===== src/isp_pkg.sv =====
// Package: register map, field layout and carrier types of the priority select block
`default_nettype none
package isp_pkg;
    localparam int          NSRC          = 7;
    localparam int          ADDR_W        = 4;
    // Byte offsets on the register bus
    localparam logic [3:0]  PRIO_OFFSET   = 4'h0;
    localparam logic [3:0]  STATUS_OFFSET = 4'h4;
    // Priority register fields
    localparam int          UNUSED_BIT    = 7;
    localparam int          SPI_BIT       = 6;
    localparam int          TMR2_BIT      = 5;
    localparam int          UART_BIT      = 4;
    localparam int          TMR1_BIT      = 3;
    localparam int          EXT1_BIT      = 2;
    localparam int          TMR0_BIT      = 1;
    localparam int          EXT0_BIT      = 0;
    localparam logic [6:0]  PRIO_RESET    = 7'h00;
    localparam logic [7:0]  PRIO_RD_SET   = 8'h80;
    // Status register fields: pending in 6:0, low active 8, high active 9
    localparam int          ST_LO_BIT     = 8;
    localparam int          ST_HI_BIT     = 9;

    // Request handed to the core's vectoring logic
    typedef struct packed {
        logic       valid;
        logic       level;
        logic [2:0] vector;
    } isp_offer_t;

    // Levels currently in service
    typedef struct packed {
        logic hi;
        logic lo;
    } isp_active_t;
endpackage : isp_pkg
`default_nettype wire


===== src/isp_prio_pick.sv =====
// Fixed-order picker: lowest set index of a request vector wins
`timescale 1ns/100ps
`default_nettype none
module isp_prio_pick #(
    parameter int N = 7
) (
    input  wire logic [N-1:0] req,
    output logic              found,
    output logic [2:0]        index
);
    // Lowest index first, matching the core's polling order
    function automatic logic [2:0] first_set(input logic [N-1:0] v);
        logic [2:0] r;
        r = 3'h0;
        for (int i = N - 1; i >= 0; i--)
        begin
            if (v[i])
            begin
                r = 3'(i);
            end
        end
        return r;
    endfunction : first_set

    // Combinational pick
    always_comb
    begin
        found = |req;
        index = first_set(req);
    end
endmodule : isp_prio_pick
`default_nettype wire


===== src/isp_inservice.sv =====
// In-service tracker: one flag per level, set on acknowledge, cleared on return
`timescale 1ns/100ps
`default_nettype none
module isp_inservice (
    input  wire logic         clk,
    input  wire logic         reset_n,
    input  wire logic         take,
    input  wire logic         take_level,
    input  wire logic         ret,
    output isp_pkg::isp_active_t active,
    output isp_pkg::isp_active_t next_active
);
    // Return closes the highest running level; a take in the same cycle wins
    always_comb
    begin
        next_active = active;
        if (ret)
        begin
            if (active.hi)
            begin
                next_active.hi = 1'b0;
            end
            else
            begin
                next_active.lo = 1'b0;
            end
        end
        if (take)
        begin
            if (take_level)
            begin
                next_active.hi = 1'b1;
            end
            else
            begin
                next_active.lo = 1'b1;
            end
        end
    end

    // State register
    always_ff @(posedge clk or negedge reset_n)
    begin
        if (!reset_n)
        begin
            active <= '0;
        end
        else
        begin
            active <= next_active;
        end
    end
endmodule : isp_inservice
`default_nettype wire


===== src/isp_prio_select.sv =====
// Interrupt priority select: priority register, level split and offer to the core
//
// Implementation choices: the Avalon-MM slave port and the address map.
`timescale 1ns/100ps
`default_nettype none
module isp_prio_select (
    input  wire logic                         clk,
    input  wire logic                         reset_n,
    input  wire logic [isp_pkg::ADDR_W-1:0]   avs_address,
    input  wire logic                         avs_read,
    input  wire logic                         avs_write,
    input  wire logic [31:0]                  avs_writedata,
    input  wire logic [3:0]                   avs_byteenable,
    output logic [31:0]                       avs_readdata,
    output logic                              avs_waitrequest,
    input  wire logic [isp_pkg::NSRC-1:0]     irq_req,
    input  wire logic                         irq_ack,
    input  wire logic                         irq_return,
    output isp_pkg::isp_offer_t               offer
);
    logic [6:0]                 prio;
    logic [6:0]                 next_prio;
    logic                       done;
    logic                       next_done;
    logic [31:0]                next_readdata;
    logic [isp_pkg::NSRC-1:0]   req_hi;
    logic [isp_pkg::NSRC-1:0]   req_lo;
    logic                       hi_found;
    logic                       lo_found;
    logic [2:0]                 hi_index;
    logic [2:0]                 lo_index;
    logic                       take;
    isp_pkg::isp_active_t       active;
    isp_pkg::isp_active_t       next_active;
    isp_pkg::isp_offer_t        next_offer;

    // One wait cycle per access; read data is loaded on the first edge, write data on the second
    assign avs_waitrequest = (avs_read | avs_write) & ~done;

    // Bus access and priority register
    always_comb
    begin
        next_done     = (avs_read | avs_write) & ~done;
        next_prio     = prio;
        next_readdata = avs_readdata;
        if (avs_write && done && avs_address == isp_pkg::PRIO_OFFSET && avs_byteenable[0])
        begin
            next_prio = avs_writedata[6:0];
        end
        if (avs_read && !done)
        begin
            unique case (avs_address)
                isp_pkg::PRIO_OFFSET:
                    next_readdata = {24'h000000, isp_pkg::PRIO_RD_SET | {1'b0, prio}};
                isp_pkg::STATUS_OFFSET:
                    next_readdata = {22'h0, active.hi, active.lo, 1'b0, irq_req};
                default:
                    next_readdata = 32'h00000000; // Unmapped reads as zero
            endcase
        end
    end

    always_ff @(posedge clk or negedge reset_n)
    begin
        if (!reset_n)
        begin
            prio         <= isp_pkg::PRIO_RESET;
            done         <= 1'b0;
            avs_readdata <= 32'h00000000;
        end
        else
        begin
            prio         <= next_prio;
            done         <= next_done;
            avs_readdata <= next_readdata;
        end
    end

    // Level split: a set bit sends its source to the high level
    always_comb
    begin
        req_hi = irq_req & prio;
        req_lo = irq_req & ~prio;
    end

    isp_prio_pick #(
        .N      (isp_pkg::NSRC)
    ) u_pick_hi (
        .req    (req_hi),
        .found  (hi_found),
        .index  (hi_index)
    );

    isp_prio_pick #(
        .N      (isp_pkg::NSRC)
    ) u_pick_lo (
        .req    (req_lo),
        .found  (lo_found),
        .index  (lo_index)
    );

    assign take = offer.valid & irq_ack;

    isp_inservice u_inservice (
        .clk         (clk),
        .reset_n     (reset_n),
        .take        (take),
        .take_level  (offer.level),
        .ret         (irq_return),
        .active      (active),
        .next_active (next_active)
    );

    // Offer built from next in-service state, so a taken offer never lingers
    always_comb
    begin
        next_offer = '0;
        if (hi_found && !next_active.hi)
        begin
            next_offer.valid  = 1'b1;
            next_offer.level  = 1'b1;
            next_offer.vector = hi_index;
        end
        else if (lo_found && !next_active.hi && !next_active.lo)
        begin
            next_offer.valid  = 1'b1;
            next_offer.level  = 1'b0;
            next_offer.vector = lo_index;
        end
    end

    always_ff @(posedge clk or negedge reset_n)
    begin
        if (!reset_n)
        begin
            offer <= '0;
        end
        else
        begin
            offer <= next_offer;
        end
    end

    // Checks next to the logic they guard
    property p_top_bit_one;
        @(posedge clk) disable iff (!reset_n)
        (avs_read && !done && avs_address == isp_pkg::PRIO_OFFSET) |=> avs_readdata[7];
    endproperty
    a_top_bit_one: assert property (p_top_bit_one) else $error("top bit read not one");

    property p_spi_level;
        @(posedge clk) disable iff (!reset_n)
        (offer.valid && offer.vector == 3'h6) |-> offer.level == $past(prio[6]);
    endproperty
    a_spi_level: assert property (p_spi_level) else $error("spi level wrong");

    property p_tmr2_write;
        @(posedge clk) disable iff (!reset_n)
        (avs_write && !avs_waitrequest && avs_address == isp_pkg::PRIO_OFFSET
            && avs_byteenable[0]) |=> prio[5] == $past(avs_writedata[5]);
    endproperty
    a_tmr2_write: assert property (p_tmr2_write) else $error("timer two bit not stored");

    property p_uart_hi;
        @(posedge clk) disable iff (!reset_n)
        (req_hi == 7'h10 && !next_active.hi) |=> offer.valid && offer.level
            && offer.vector == 3'(isp_pkg::UART_BIT);
    endproperty
    a_uart_hi: assert property (p_uart_hi) else $error("uart high not offered");

    property p_tmr1_lo;
        @(posedge clk) disable iff (!reset_n)
        (offer.valid && offer.vector == 3'h3 && !$past(prio[3])) |-> !offer.level;
    endproperty
    a_tmr1_lo: assert property (p_tmr1_lo) else $error("timer one not low");

    property p_ext1_level;
        @(posedge clk) disable iff (!reset_n)
        (offer.valid && offer.vector == 3'h2) |-> offer.level == $past(prio[2]);
    endproperty
    a_ext1_level: assert property (p_ext1_level) else $error("ext one level wrong");

    property p_tmr0_level;
        @(posedge clk) disable iff (!reset_n)
        (offer.valid && offer.vector == 3'(isp_pkg::TMR0_BIT))
            |-> offer.level == $past(prio[isp_pkg::TMR0_BIT]);
    endproperty
    a_tmr0_level: assert property (p_tmr0_level) else $error("timer zero level wrong");

    property p_ext0_lo;
        @(posedge clk) disable iff (!reset_n)
        (irq_req == 7'h01 && !prio[0] && next_active == 2'b00) |=> offer.valid
            && !offer.level && offer.vector == 3'h0;
    endproperty
    a_ext0_lo: assert property (p_ext0_lo) else $error("ext zero low not offered");

    property p_hi_blocks;
        @(posedge clk) disable iff (!reset_n)
        active.hi |-> !offer.valid;
    endproperty
    a_hi_blocks: assert property (p_hi_blocks) else $error("offer during high service");

    property p_lo_only_hi;
        @(posedge clk) disable iff (!reset_n)
        (active.lo && offer.valid) |-> offer.level;
    endproperty
    a_lo_only_hi: assert property (p_lo_only_hi) else $error("low preempted low");

    property p_bus_answer;
        @(posedge clk) disable iff (!reset_n)
        $rose(avs_read | avs_write) |=> !avs_waitrequest;
    endproperty
    a_bus_answer: assert property (p_bus_answer) else $error("bus answer late");

    // Whole stored field follows a completed write; bit 7 has no storage
    property p_prio_store;
        @(posedge clk) disable iff (!reset_n)
        (avs_write && !avs_waitrequest && avs_address == isp_pkg::PRIO_OFFSET
            && avs_byteenable[0]) |=> prio == $past(avs_writedata[6:0]);
    endproperty
    a_prio_store: assert property (p_prio_store) else $error("priority write not stored");

    // Read returns the stored bits under a forced top bit
    property p_prio_read;
        @(posedge clk) disable iff (!reset_n)
        (avs_read && !done && avs_address == isp_pkg::PRIO_OFFSET)
            |=> avs_readdata == {24'h000000, 1'b1, $past(prio)};
    endproperty
    a_prio_read: assert property (p_prio_read) else $error("priority read wrong");

    // Refused writes must not disturb the levels already chosen
    property p_write_refused;
        @(posedge clk) disable iff (!reset_n)
        (avs_write && !avs_waitrequest
            && (avs_address != isp_pkg::PRIO_OFFSET || !avs_byteenable[0])) |=> $stable(prio);
    endproperty
    a_write_refused: assert property (p_write_refused) else $error("refused write stored");

    // A lone high request is offered at its own vector
    property p_spi_hi;
        @(posedge clk) disable iff (!reset_n)
        (req_hi == 7'h40 && !next_active.hi) |=> offer.valid && offer.level
            && offer.vector == 3'(isp_pkg::SPI_BIT);
    endproperty
    a_spi_hi: assert property (p_spi_hi) else $error("spi high not offered");

    property p_tmr2_level;
        @(posedge clk) disable iff (!reset_n)
        (offer.valid && offer.vector == 3'(isp_pkg::TMR2_BIT))
            |-> offer.level == $past(prio[isp_pkg::TMR2_BIT]);
    endproperty
    a_tmr2_level: assert property (p_tmr2_level) else $error("timer two level wrong");

    property p_uart_level;
        @(posedge clk) disable iff (!reset_n)
        (offer.valid && offer.vector == 3'(isp_pkg::UART_BIT))
            |-> offer.level == $past(prio[isp_pkg::UART_BIT]);
    endproperty
    a_uart_level: assert property (p_uart_level) else $error("uart level wrong");

    property p_tmr1_hi;
        @(posedge clk) disable iff (!reset_n)
        (req_hi == 7'h08 && !next_active.hi) |=> offer.valid && offer.level
            && offer.vector == 3'(isp_pkg::TMR1_BIT);
    endproperty
    a_tmr1_hi: assert property (p_tmr1_hi) else $error("timer one high not offered");

    property p_ext1_lo;
        @(posedge clk) disable iff (!reset_n)
        (req_hi == 7'h00 && req_lo == 7'h04 && next_active == 2'b00) |=> offer.valid
            && !offer.level && offer.vector == 3'(isp_pkg::EXT1_BIT);
    endproperty
    a_ext1_lo: assert property (p_ext1_lo) else $error("ext one low not offered");

    property p_tmr0_hi;
        @(posedge clk) disable iff (!reset_n)
        (req_hi == 7'h02 && !next_active.hi) |=> offer.valid && offer.level
            && offer.vector == 3'(isp_pkg::TMR0_BIT);
    endproperty
    a_tmr0_hi: assert property (p_tmr0_hi) else $error("timer zero high not offered");

    property p_ext0_level;
        @(posedge clk) disable iff (!reset_n)
        (offer.valid && offer.vector == 3'(isp_pkg::EXT0_BIT))
            |-> offer.level == $past(prio[isp_pkg::EXT0_BIT]);
    endproperty
    a_ext0_level: assert property (p_ext0_level) else $error("ext zero level wrong");

    // Pending high work is offered even while low work runs
    property p_hi_preempts;
        @(posedge clk) disable iff (!reset_n)
        ((|req_hi) && !next_active.hi) |=> offer.valid && offer.level;
    endproperty
    a_hi_preempts: assert property (p_hi_preempts) else $error("high not offered");

    property p_lo_waits;
        @(posedge clk) disable iff (!reset_n)
        ((|req_lo) && !(|req_hi) && next_active == 2'b00) |=> offer.valid && !offer.level;
    endproperty
    a_lo_waits: assert property (p_lo_waits) else $error("idle low not offered");

    // Status shows the levels in service as they stood at the read
    property p_status_read;
        @(posedge clk) disable iff (!reset_n)
        (avs_read && !done && avs_address == isp_pkg::STATUS_OFFSET)
            |=> avs_readdata[isp_pkg::ST_HI_BIT] == $past(active.hi)
            && avs_readdata[isp_pkg::ST_LO_BIT] == $past(active.lo);
    endproperty
    a_status_read: assert property (p_status_read) else $error("status levels wrong");

    c_preempt: cover property (@(posedge clk) disable iff (!reset_n)
        active.lo && take && offer.level);
    c_prio_write: cover property (@(posedge clk) disable iff (!reset_n)
        avs_write && !avs_waitrequest && avs_address == isp_pkg::PRIO_OFFSET);
    c_status_read: cover property (@(posedge clk) disable iff (!reset_n)
        avs_read && !avs_waitrequest && avs_address == isp_pkg::STATUS_OFFSET);
    c_nested_return: cover property (@(posedge clk) disable iff (!reset_n)
        active == 2'b11 ##[1:20] irq_return);
    c_lane_refused: cover property (@(posedge clk) disable iff (!reset_n)
        avs_write && !avs_waitrequest && !avs_byteenable[0]);
endmodule : isp_prio_select
`default_nettype wire


===== config.mk =====
export PLATFORM = sky130hd
export DESIGN_NAME = isp_prio_select
export DESIGN_NICKNAME = d
export VERILOG_FILES = /design/src/isp_pkg.sv /design/src/isp_prio_pick.sv /design/src/isp_inservice.sv /design/src/isp_prio_select.sv
export SDC_FILE = /design/constraint.sdc
export NUM_CORES = 1
export LEC_CHECK = 0
export ABC_AREA = 0
export BUFFER_PORTS_ARGS = -buffer_cell sky130_fd_sc_hd__buf_2
export CAP_MARGIN = 20
export CORE_ASPECT_RATIO = 1.4
export CORE_MARGIN = 2
export CORE_UTILIZATION = 45
export DETAILED_ROUTE_END_ITERATION = 8
export PLACE_DENSITY = 0.93
export SLEW_MARGIN = 10
export SYNTH_ARGS = -nofsm -noshare
export SYNTH_HDL_FRONTEND = slang
export SYNTH_SLANG_ARGS = --single-unit

===== constraint.sdc =====
create_clock -name clk -period 2.35 [get_ports clk]
set_clock_uncertainty 0.2 [all_clocks]
set_input_delay 0.235 -clock clk [delete_from_list [all_inputs] [get_ports clk]]
set_output_delay 0.235 -clock clk [all_outputs]
set_load 0.01 [all_outputs]

Word-level counts from Yosys, hierarchy flattened
Index checks and enable logic that the tools add are counted.
Widths: inputs -> output; s select.
- bits in registers: 47
- logic and storage cells: 51
- equality and inequality tests: 1
- multiplexer cells: 22
- bitwise logic cells: 7
- reductions and logical operators: 13
- operators with widths (operator ; count):
    $mux 3 ; 14
    $pmux 10 s2 ; 1
    $and 7x7->7 ; 2
    $reduce_or 7->1 ; 2
    $mux 5 ; 2
    $logic_and 1x1->1 ; 7
    $not 7->7 ; 1
    $eq 4x3->1 const B ; 1
    $logic_not 4->1 ; 1
    $mux 2 ; 2
    $logic_not 1->1 ; 3
    $mux 1 ; 3
    $and 1x1->1 ; 2
    $not 1->1 ; 1
    $or 1x1->1 ; 1

Logic depth before layout (Yosys ltp)
Gate-level depths: netlist of run 1.
- depth in word-level cells: 11
- depth in mapped cells: 6
- mapped depth without buffers: 5

Modules after synthesis
From an unflattened synthesis of run 1, not the netlist that was laid out.
- cell total of the unflattened synthesis: 141
- area total of the unflattened synthesis: 1482.7 um^2
- by module, submodules not included (module ; instances ; cells an instance ; area an instance (um^2)):
    isp_prio_select ; 1 ; 111 ; 1256.2
    isp_prio_pick ; 2 ; 11 ; 72.6
    isp_inservice ; 1 ; 8 ; 81.3

Least setup slack after synthesis of run 1
No wires, ideal clock.
- kind: input to register
- start point: input avs_address[2] in the netlist's numbering
- end point: register prio[0]
- setup time: 0.125 ns
- data arrival time: 1.319 ns
- data required time: 2.025 ns
- setup slack: 0.705 ns
- stages on the path: 4
- path buffers: 1
- cell sequence: nor4_4 and4_1 buf_6 mux2_4
- word-level cells in the longest chain between the ends: 3
- ends and longest elaborated chain (element ; line ; text):
    from (decl) ; isp_prio_select.sv:9 ; input wire logic [isp_pkg::ADDR_W-1:0] avs_address,
    $logic_not 4->1 ; isp_prio_select.sv:46 ; if (avs_write && done && avs_address == isp_pkg::PRIO_OFFSET && avs_byteenable[0])
    $logic_and 1x1->1 (2 in a row) ; isp_prio_select.sv:46 ;
    to (signal assigned) ; isp_prio_select.sv:67 ; prio <= isp_pkg::PRIO_RESET;
    to (signal assigned) ; isp_prio_select.sv:73 ; prio <= next_prio;
    to (decl) ; isp_prio_select.sv:21 ; logic [6:0] prio;
No other way between the ends.
A chain may end at the register's enable or synchronous reset.

==> results of run 1 <==
==> cell usage in the layout, fill, tap and decap left out, types with 6 or more instances in the layout <==
cell / instances
nor2b_1: 6
buf_2: 40
dfrtp_1: 25
dlygate4sd3_1: 8
a32oi_1: 7
nand2b_1: 6
nand2_1: 29
mux2_4: 6
conb_1: 22
==> routing by layer <==
metal | up-vias | track usage, % | part of all wire (%)
met5 | - | 0 | 0
met4 | 0 | 9.94 | 3.5
met3 | 13 | 2.32 | 6.3
met2 | 65 | 29.8 | 53
met1 | 559 | 20.9 | 37
li1 | 575 | - | -
==> worst max-delay path by stage <==
stage	start	end	slack, ns	cells past startpoint
6_report	prio[6]$_DFFE_PN0P_	offer[1]$_DFF_PN0_	0.38	4
4_1_cts	prio[6]$_DFFE_PN0P_	offer[1]$_DFF_PN0_	0.46	4
2_1_floorplan	avs_address[2]	prio[0]$_DFFE_PN0P_	0.71	4
5_1_grt	prio[6]$_DFFE_PN0P_	offer[1]$_DFF_PN0_	0.33	4
3_5_place_dp	avs_address[2]	prio[0]$_DFFE_PN0P_	0.53	4
3_3_place_gp	avs_address[2]	prio[0]$_DFFE_PN0P_	0.55	4
==> what timing repair did <==
item	4_1_cts	5_1_grt
setup endpoints to repair	0	0
hold buffers	5	3
hold endpoints to repair	29	3
==> report_power, final <==
part / internal [uW] / leakage [uW] / switching [uW]
sequential: 504 / 0.000327 / 64.8
clock: 121 / 0.0000228 / 135
combinational: 152 / 0.000565 / 188
==> area by class of cell <==
class / instances / area, um2
fill: 282 / 1360
sequential: 25 / 626
inverter: 4 / 15.0
multi-input combinational: 111 / 671
clock buffer: 4 / 45.0
tap: 39 / 48.8
timing repair buffer: 50 / 295
==> per-stage QoR <==
step | utilization (%) | area (um2)
after floorplan | - | 1510
after global placement | 51.4 | 1580
after detailed placement | 51.4 | 1580
after CTS | 54.5 | 1670
after global routing | 55.5 | 1700
final | 55.5 | 1700
==> registers in the layout, indices dropped and copies added (netlist names) <==
signal,flops
offer,5
done,1
u_inservice.active,2
prio,7
avs_readdata,10
==> kinds of logic after synthesis <==
group	share of synthesized area, %
AND/OR/NAND/NOR	19.5
buffers and inverters	14.8
AO/OA/AOI/OAI	15.3
flip-flops	43.8
multiplexers	6.30
other	0.262
==> worst min-delay path, stage by stage <==
cell	delay, ns
buf_2	0.11
a32oi_1	0.06
nand2_1	0.06
==> flow_metrics.py, run 1 <==
metrics = {
    "outcome": {
        "status": "completed",
    },
    "critical_path": {
        "slowest_stage": "a222oi_1",
        "crit_chain": "a222oi_1, nand2_1, nor4_1, a32o_1",
        "r2r-end": "offer[1]$_DFF_PN0_",
        "rr_startpoint": "prio[6]$_DFFE_PN0P_",
        "path_buf_inv": 0,
        "cp.arrival_ns": 1.98,
        "reg2reg_depth": 4,
        "end_kind": "flip-flop",
        "r2r_slack_ns": 0.38,
        "cp_slowest_stage_delay_ns": 0.55,
        "cp-start-kind": "flip-flop",
        "cp_max_fo": 5,
        "worstPathRequired_ns": 2.36,
        "path_class": "flip-flop to flip-flop",
        "critPathTopFamily": "compound AO/OA/AOI/OAI gates",
    },
    "cts": {
        "cts_root_buf": "clkbuf_8",
        "postCtsSetupRepairBufs": 0,
        "cts_tree": "built",
        "cts_made_buffers": 3,
        "insertion_delay_ns": 0.27,
        "htreeDepth": 1,
        "cts.repair.resized": 0,
        "clk_pin_slew_ns": 0.09,
        "clk_path_buf_depth": 2,
        "clkSinkCount": 25,
    },
    "finish": {
        "drive_gt1_share_pct": 27.8,
        "syn2layout_area_growth_pct": 19.0,
        "final_cell_count_no_fill": 233,
        "n_antenna_cell": 0,
        "nNetsFinal": 248,
    },
    "timing": {
        "relSlewSlack_pct": 63.5,
        "finalHoldViolations": 0,
        "grt_setup_unrepaired": "no",
        "finalWorstSetupSlack_ns": 0.382,
        "setup-tns-final_ns": 0,
        "finalCritPeriodShare_pct": 83.7,
        "min_period_ns": 1.97,
        "timing.fmax_mhz": 508,
        "drv_slew": 0,
        "holdWs_ns": 0.0226,
        "final-setup-viol-count": 0,
        "worst_slew_pin_slew_ns": 0.548,
    },
    "synthesis": {
        "synth.avg_cell_area_um2": 9.79,
        "netlist.area_leader.share_pct": 43.8,
        "ys_top_cells_by_count": "29 x nand2_1, 25 x dfrtp_1, 23 x buf_4",
        "synth_area_um2": 1430,
        "async_flop_share_pct": 100,
        "synth_seq_cells": 25,
        "ys.warnings.count": 0,
        "synthTopCellsByArea": "dfrtp_1 44%, buf_4 12%, nand2_1 7.6%",
        "synth.most_common_cell": "nand2_1",
        "synthCells": 146,
        "synth_edf_count": 0,
        "yosys.area.top_type": "dfrtp_1",
        "yosysSeqAreaShare_pct": 43.8,
        "synth_ff_type": "dfrtp_1",
        "ys_types": 35,
    },
    "min_path": {
        "hold_depth": 3,
        "hp-class": "input pin to flip-flop",
        "hp-start": "irq_req[2]",
        "hold_end": "avs_readdata[2]$_DFFE_PN0P_",
    },
    "drt": {
        "drc": 0,
        "num_vias": 1212,
        "routed_wl_um": 3120,
        "postRouteAntennaNets": 0,
        "wire_per_inst_um": 13.4,
        "drtIter0Drc": 49,
        "vias_per_cell": 5.20,
        "dr.pass1.iters": 4,
    },
    "global_route": {
        "overflow": 0,
        "grt_pass1_wl_um": 4890,
        "antenna_found_initial": 0,
        "grt.total_usage_pct": 17.6,
        "grt_max_degree": 26,
        "grt_pass1_vias": 1105,
    },
    "placement": {
        "io_buffers": 40,
        "routabilityCongestion": 0.814,
        "dp_hpwl_um": 2270,
        "place_inst": 221,
        "place_ws_ns": 0.531,
    },
    "power": {
        "power_uw": 1160,
        "ir_drop_uv": 407,
        "power.density_nw_per_um2": 685,
        "p_leak_uw": 0.000915,
    },
    "floorplanning": {
        "dieHeight_um": 70.7,
        "die_w_um": 51.6,
        "die-area_um2": 3650,
        "pin_count": 91,
        "fp.coreArea_um2": 3060,
        "rows": 24,
        "start_util_pct": 46.7,
    },
    "run": {
        "drv_cap": 0,
    },
}
(Power assumes the default switching activity.)
==> run 2, diff against run 1 <==
--- a/config.mk
+++ b/config.mk
@@ -10,9 +10,9 @@
 export CAP_MARGIN = 20
 export CORE_ASPECT_RATIO = 1.4
 export CORE_MARGIN = 2
-export CORE_UTILIZATION = 45
+export CORE_UTILIZATION = 38
 export DETAILED_ROUTE_END_ITERATION = 8
-export PLACE_DENSITY = 0.93
+export PLACE_DENSITY = 0.85
 export SLEW_MARGIN = 10
 export SYNTH_ARGS = -nofsm -noshare
 export SYNTH_HDL_FRONTEND = slang
==> constraint.sdc (replaced) <==
create_clock -name clk -period 1.8 [get_ports clk]
set_clock_uncertainty 0.2 [all_clocks]
set_input_delay 0.18 -clock clk [delete_from_list [all_inputs] [get_ports clk]]
set_output_delay 0.18 -clock clk [all_outputs]
set_load 0.01 [all_outputs]
==> run 2 against run 1 <==
Net effect: combinational power increased by 47%; worst setup slack worse by 0.33 ns; hold slack lost 0.018 ns; die area is 17% higher; utilization down 5.4 points; sequential share of layout area is 2.5 points lower; critical path type is now input pin to flip-flop; critical path depth increased by 2; final cell count grew 6.0%; non-clock buffer count increased by 11.
==> flow_metrics.py, run 2 (synthesis gave the netlist of run 1 again) <==
metrics = {
    "outcome": {
        "status": "completed",
    },
    "critical_path": {
        "cp_max_fo": 4,
        "end_kind": "flip-flop",
        "cp-start-kind": "input pin",
        "path_class": "input pin to flip-flop",
        "worstPathRequired_ns": 1.75,
        "cp.arrival_ns": 1.70,
    },
    "finish": {
        "largest_reg_flops": 10,
        "nNetsFinal": 259,
        "syn2layout_area_growth_pct": 27.8,
        "regArea_um2": 626,
        "final_cell_count_no_fill": 247,
        "final_util_pct": 50.1,
        "top_register": "avs_readdata",
        "mostFrequentLayoutCell": "buf_2",
        "drive_gt1_share_pct": 29.8,
        "final_cell_mix": "40 x buf_2, 29 x nand2_1, 25 x dfrtp_1",
        "multi_input_area_um2": 682,
        "top_regs": "avs_readdata x10, prio x7, offer x5",
        "n_antenna_cell": 0,
        "nFillCells": 356,
    },
    "global_route": {
        "grt_pass1_vias": 1202,
        "antenna_found_initial": 0,
        "grt_max_degree": 26,
        "grt.total_usage_pct": 14.9,
        "grt_pass1_wl_um": 5130,
        "overflow": 0,
    },
    "timing": {
        "relSlewSlack_pct": 64.9,
        "finalHoldViolations": 0,
        "grt_setup_unrepaired": "no",
        "setup-tns-final_ns": 0,
        "drv_slew": 0,
        "timing.fmax_mhz": 571,
        "final-setup-viol-count": 0,
        "min_period_ns": 1.75,
        "worst_slew_pin_slew_ns": 0.527,
        "finalCritPeriodShare_pct": 97.3,
    },
    "floorplanning": {
        "dieHeight_um": 76.6,
        "die-area_um2": 4270,
        "start_util_pct": 39.2,
        "die_w_um": 55.8,
        "pin_count": 91,
        "rows": 26,
        "fp.coreArea_um2": 3640,
    },
    "placement": {
        "routabilityCongestion": 0.866,
        "dp_hpwl_um": 2350,
        "io_buffers": 40,
        "place_inst": 228,
    },
    "drt": {
        "drc": 0,
        "wire_per_inst_um": 13.0,
        "dr.pass1.iters": 4,
        "drtIter0Drc": 44,
        "routed_wl_um": 3210,
        "vias_per_cell": 5.02,
        "num_vias": 1241,
        "postRouteAntennaNets": 0,
    },
    "cts": {
        "insertion_delay_ns": 0.26,
        "cts_made_buffers": 3,
        "clkSinkCount": 25,
        "clk_path_buf_depth": 2,
        "htreeDepth": 1,
        "cts_tree": "built",
        "clk_pin_slew_ns": 0.08,
        "cts_root_buf": "clkbuf_8",
    },
    "power": {
        "power.density_nw_per_um2": 848,
        "power_uw": 1550,
        "p_leak_uw": 0.000969,
        "ir_drop_uv": 451,
    },
    "min_path": {
        "hp-class": "input pin to flip-flop",
    },
    "run": {
        "drv_cap": 0,
    },
}
## run 2: metal layers
metal | routed length, um | vias up | GRT usage, % | share of wire [%]
met5 | 0 | - | 0 | 0
met4 | 132 | 0 | 9.52 | 4.1
met3 | 216 | 15 | 2.72 | 6.7
met2 | 1720 | 55 | 27.7 | 54
met1 | 1140 | 577 | 14.6 | 36
li1 | - | 594 | - | -
## run 2: final timing paths
check / start / to / slack, ns / cells past startpoint
min in group asynchronous: reset_n / avs_readdata[9]$_DFFE_PN0P_ / 0.24 / 2
min reg2reg: avs_readdata[2]$_DFFE_PN0P_ / avs_readdata[2]$_DFFE_PN0P_ / 0.27 / 2
max reg2reg: prio[6]$_DFFE_PN0P_ / offer[1]$_DFF_PN0_ / 0.10 / 5
max in group asynchronous: reset_n / prio[3]$_DFFE_PN0P_ / 0.81 / 2
min: avs_read / done$_DFF_PN0_ / 0.004 / 3
max: irq_req[3] / offer[1]$_DFF_PN0_ / 0.05 / 6
## run 2: where the power goes
| group | leakage (uW) | switching, uW | internal [uW] | total (uW) |
|---|---|---|---|---|
| registers | 0.000327 | 73.7 | 658 | 731 |
| logic | 0.000619 | 273 | 228 | 501 |
| clock network | 0.0000228 | 158 | 158 | 316 |
| total | 0.000969 | 504 | 1040 | 1550 |
## run 2: what timing repair did
item | in CTS | in global routing
resized for setup | 0 | 2
endpoints found under the setup margin | 1 | 4
hold endpoints to repair | 38 | 0
buffers inserted | 0 | 1
pin swaps | 1 | 2
hold buffers | 14 | 0
## run 2: metrics by stage
stage | worst slack, ns | hold slack, ns | cell area (um2)
after floorplan | 0.210 | -0.316 | 1510
after global placement | 0.0999 | -0.0180 | 1620
after detailed placement | 0.00899 | -0.0102 | 1620
after CTS | 0.00911 | 0.00679 | 1810
after global routing | 0.00559 | 0.0244 | 1830
final | 0.0479 | 0.00426 | 1830
## run 2: worst max-delay path, stage by stage
cell and delay [ns]:
dlygate4sd3_1 0.54, buf_2 0.15, nor2b_1 0.15, or2_2 0.31
o21bai_1 0.16, a32o_1 0.21
## run 2: cell type report
cell class | instances | share of cell area [%]
Multi-Input combinational cell | 111 | 37.4
Tap cell | 42 | 2.88
Sequential cell | 25 | 34.3
Clock buffer | 4 | 2.47
Timing Repair Buffer | 61 | 22.2
Inverter | 4 | 0.822
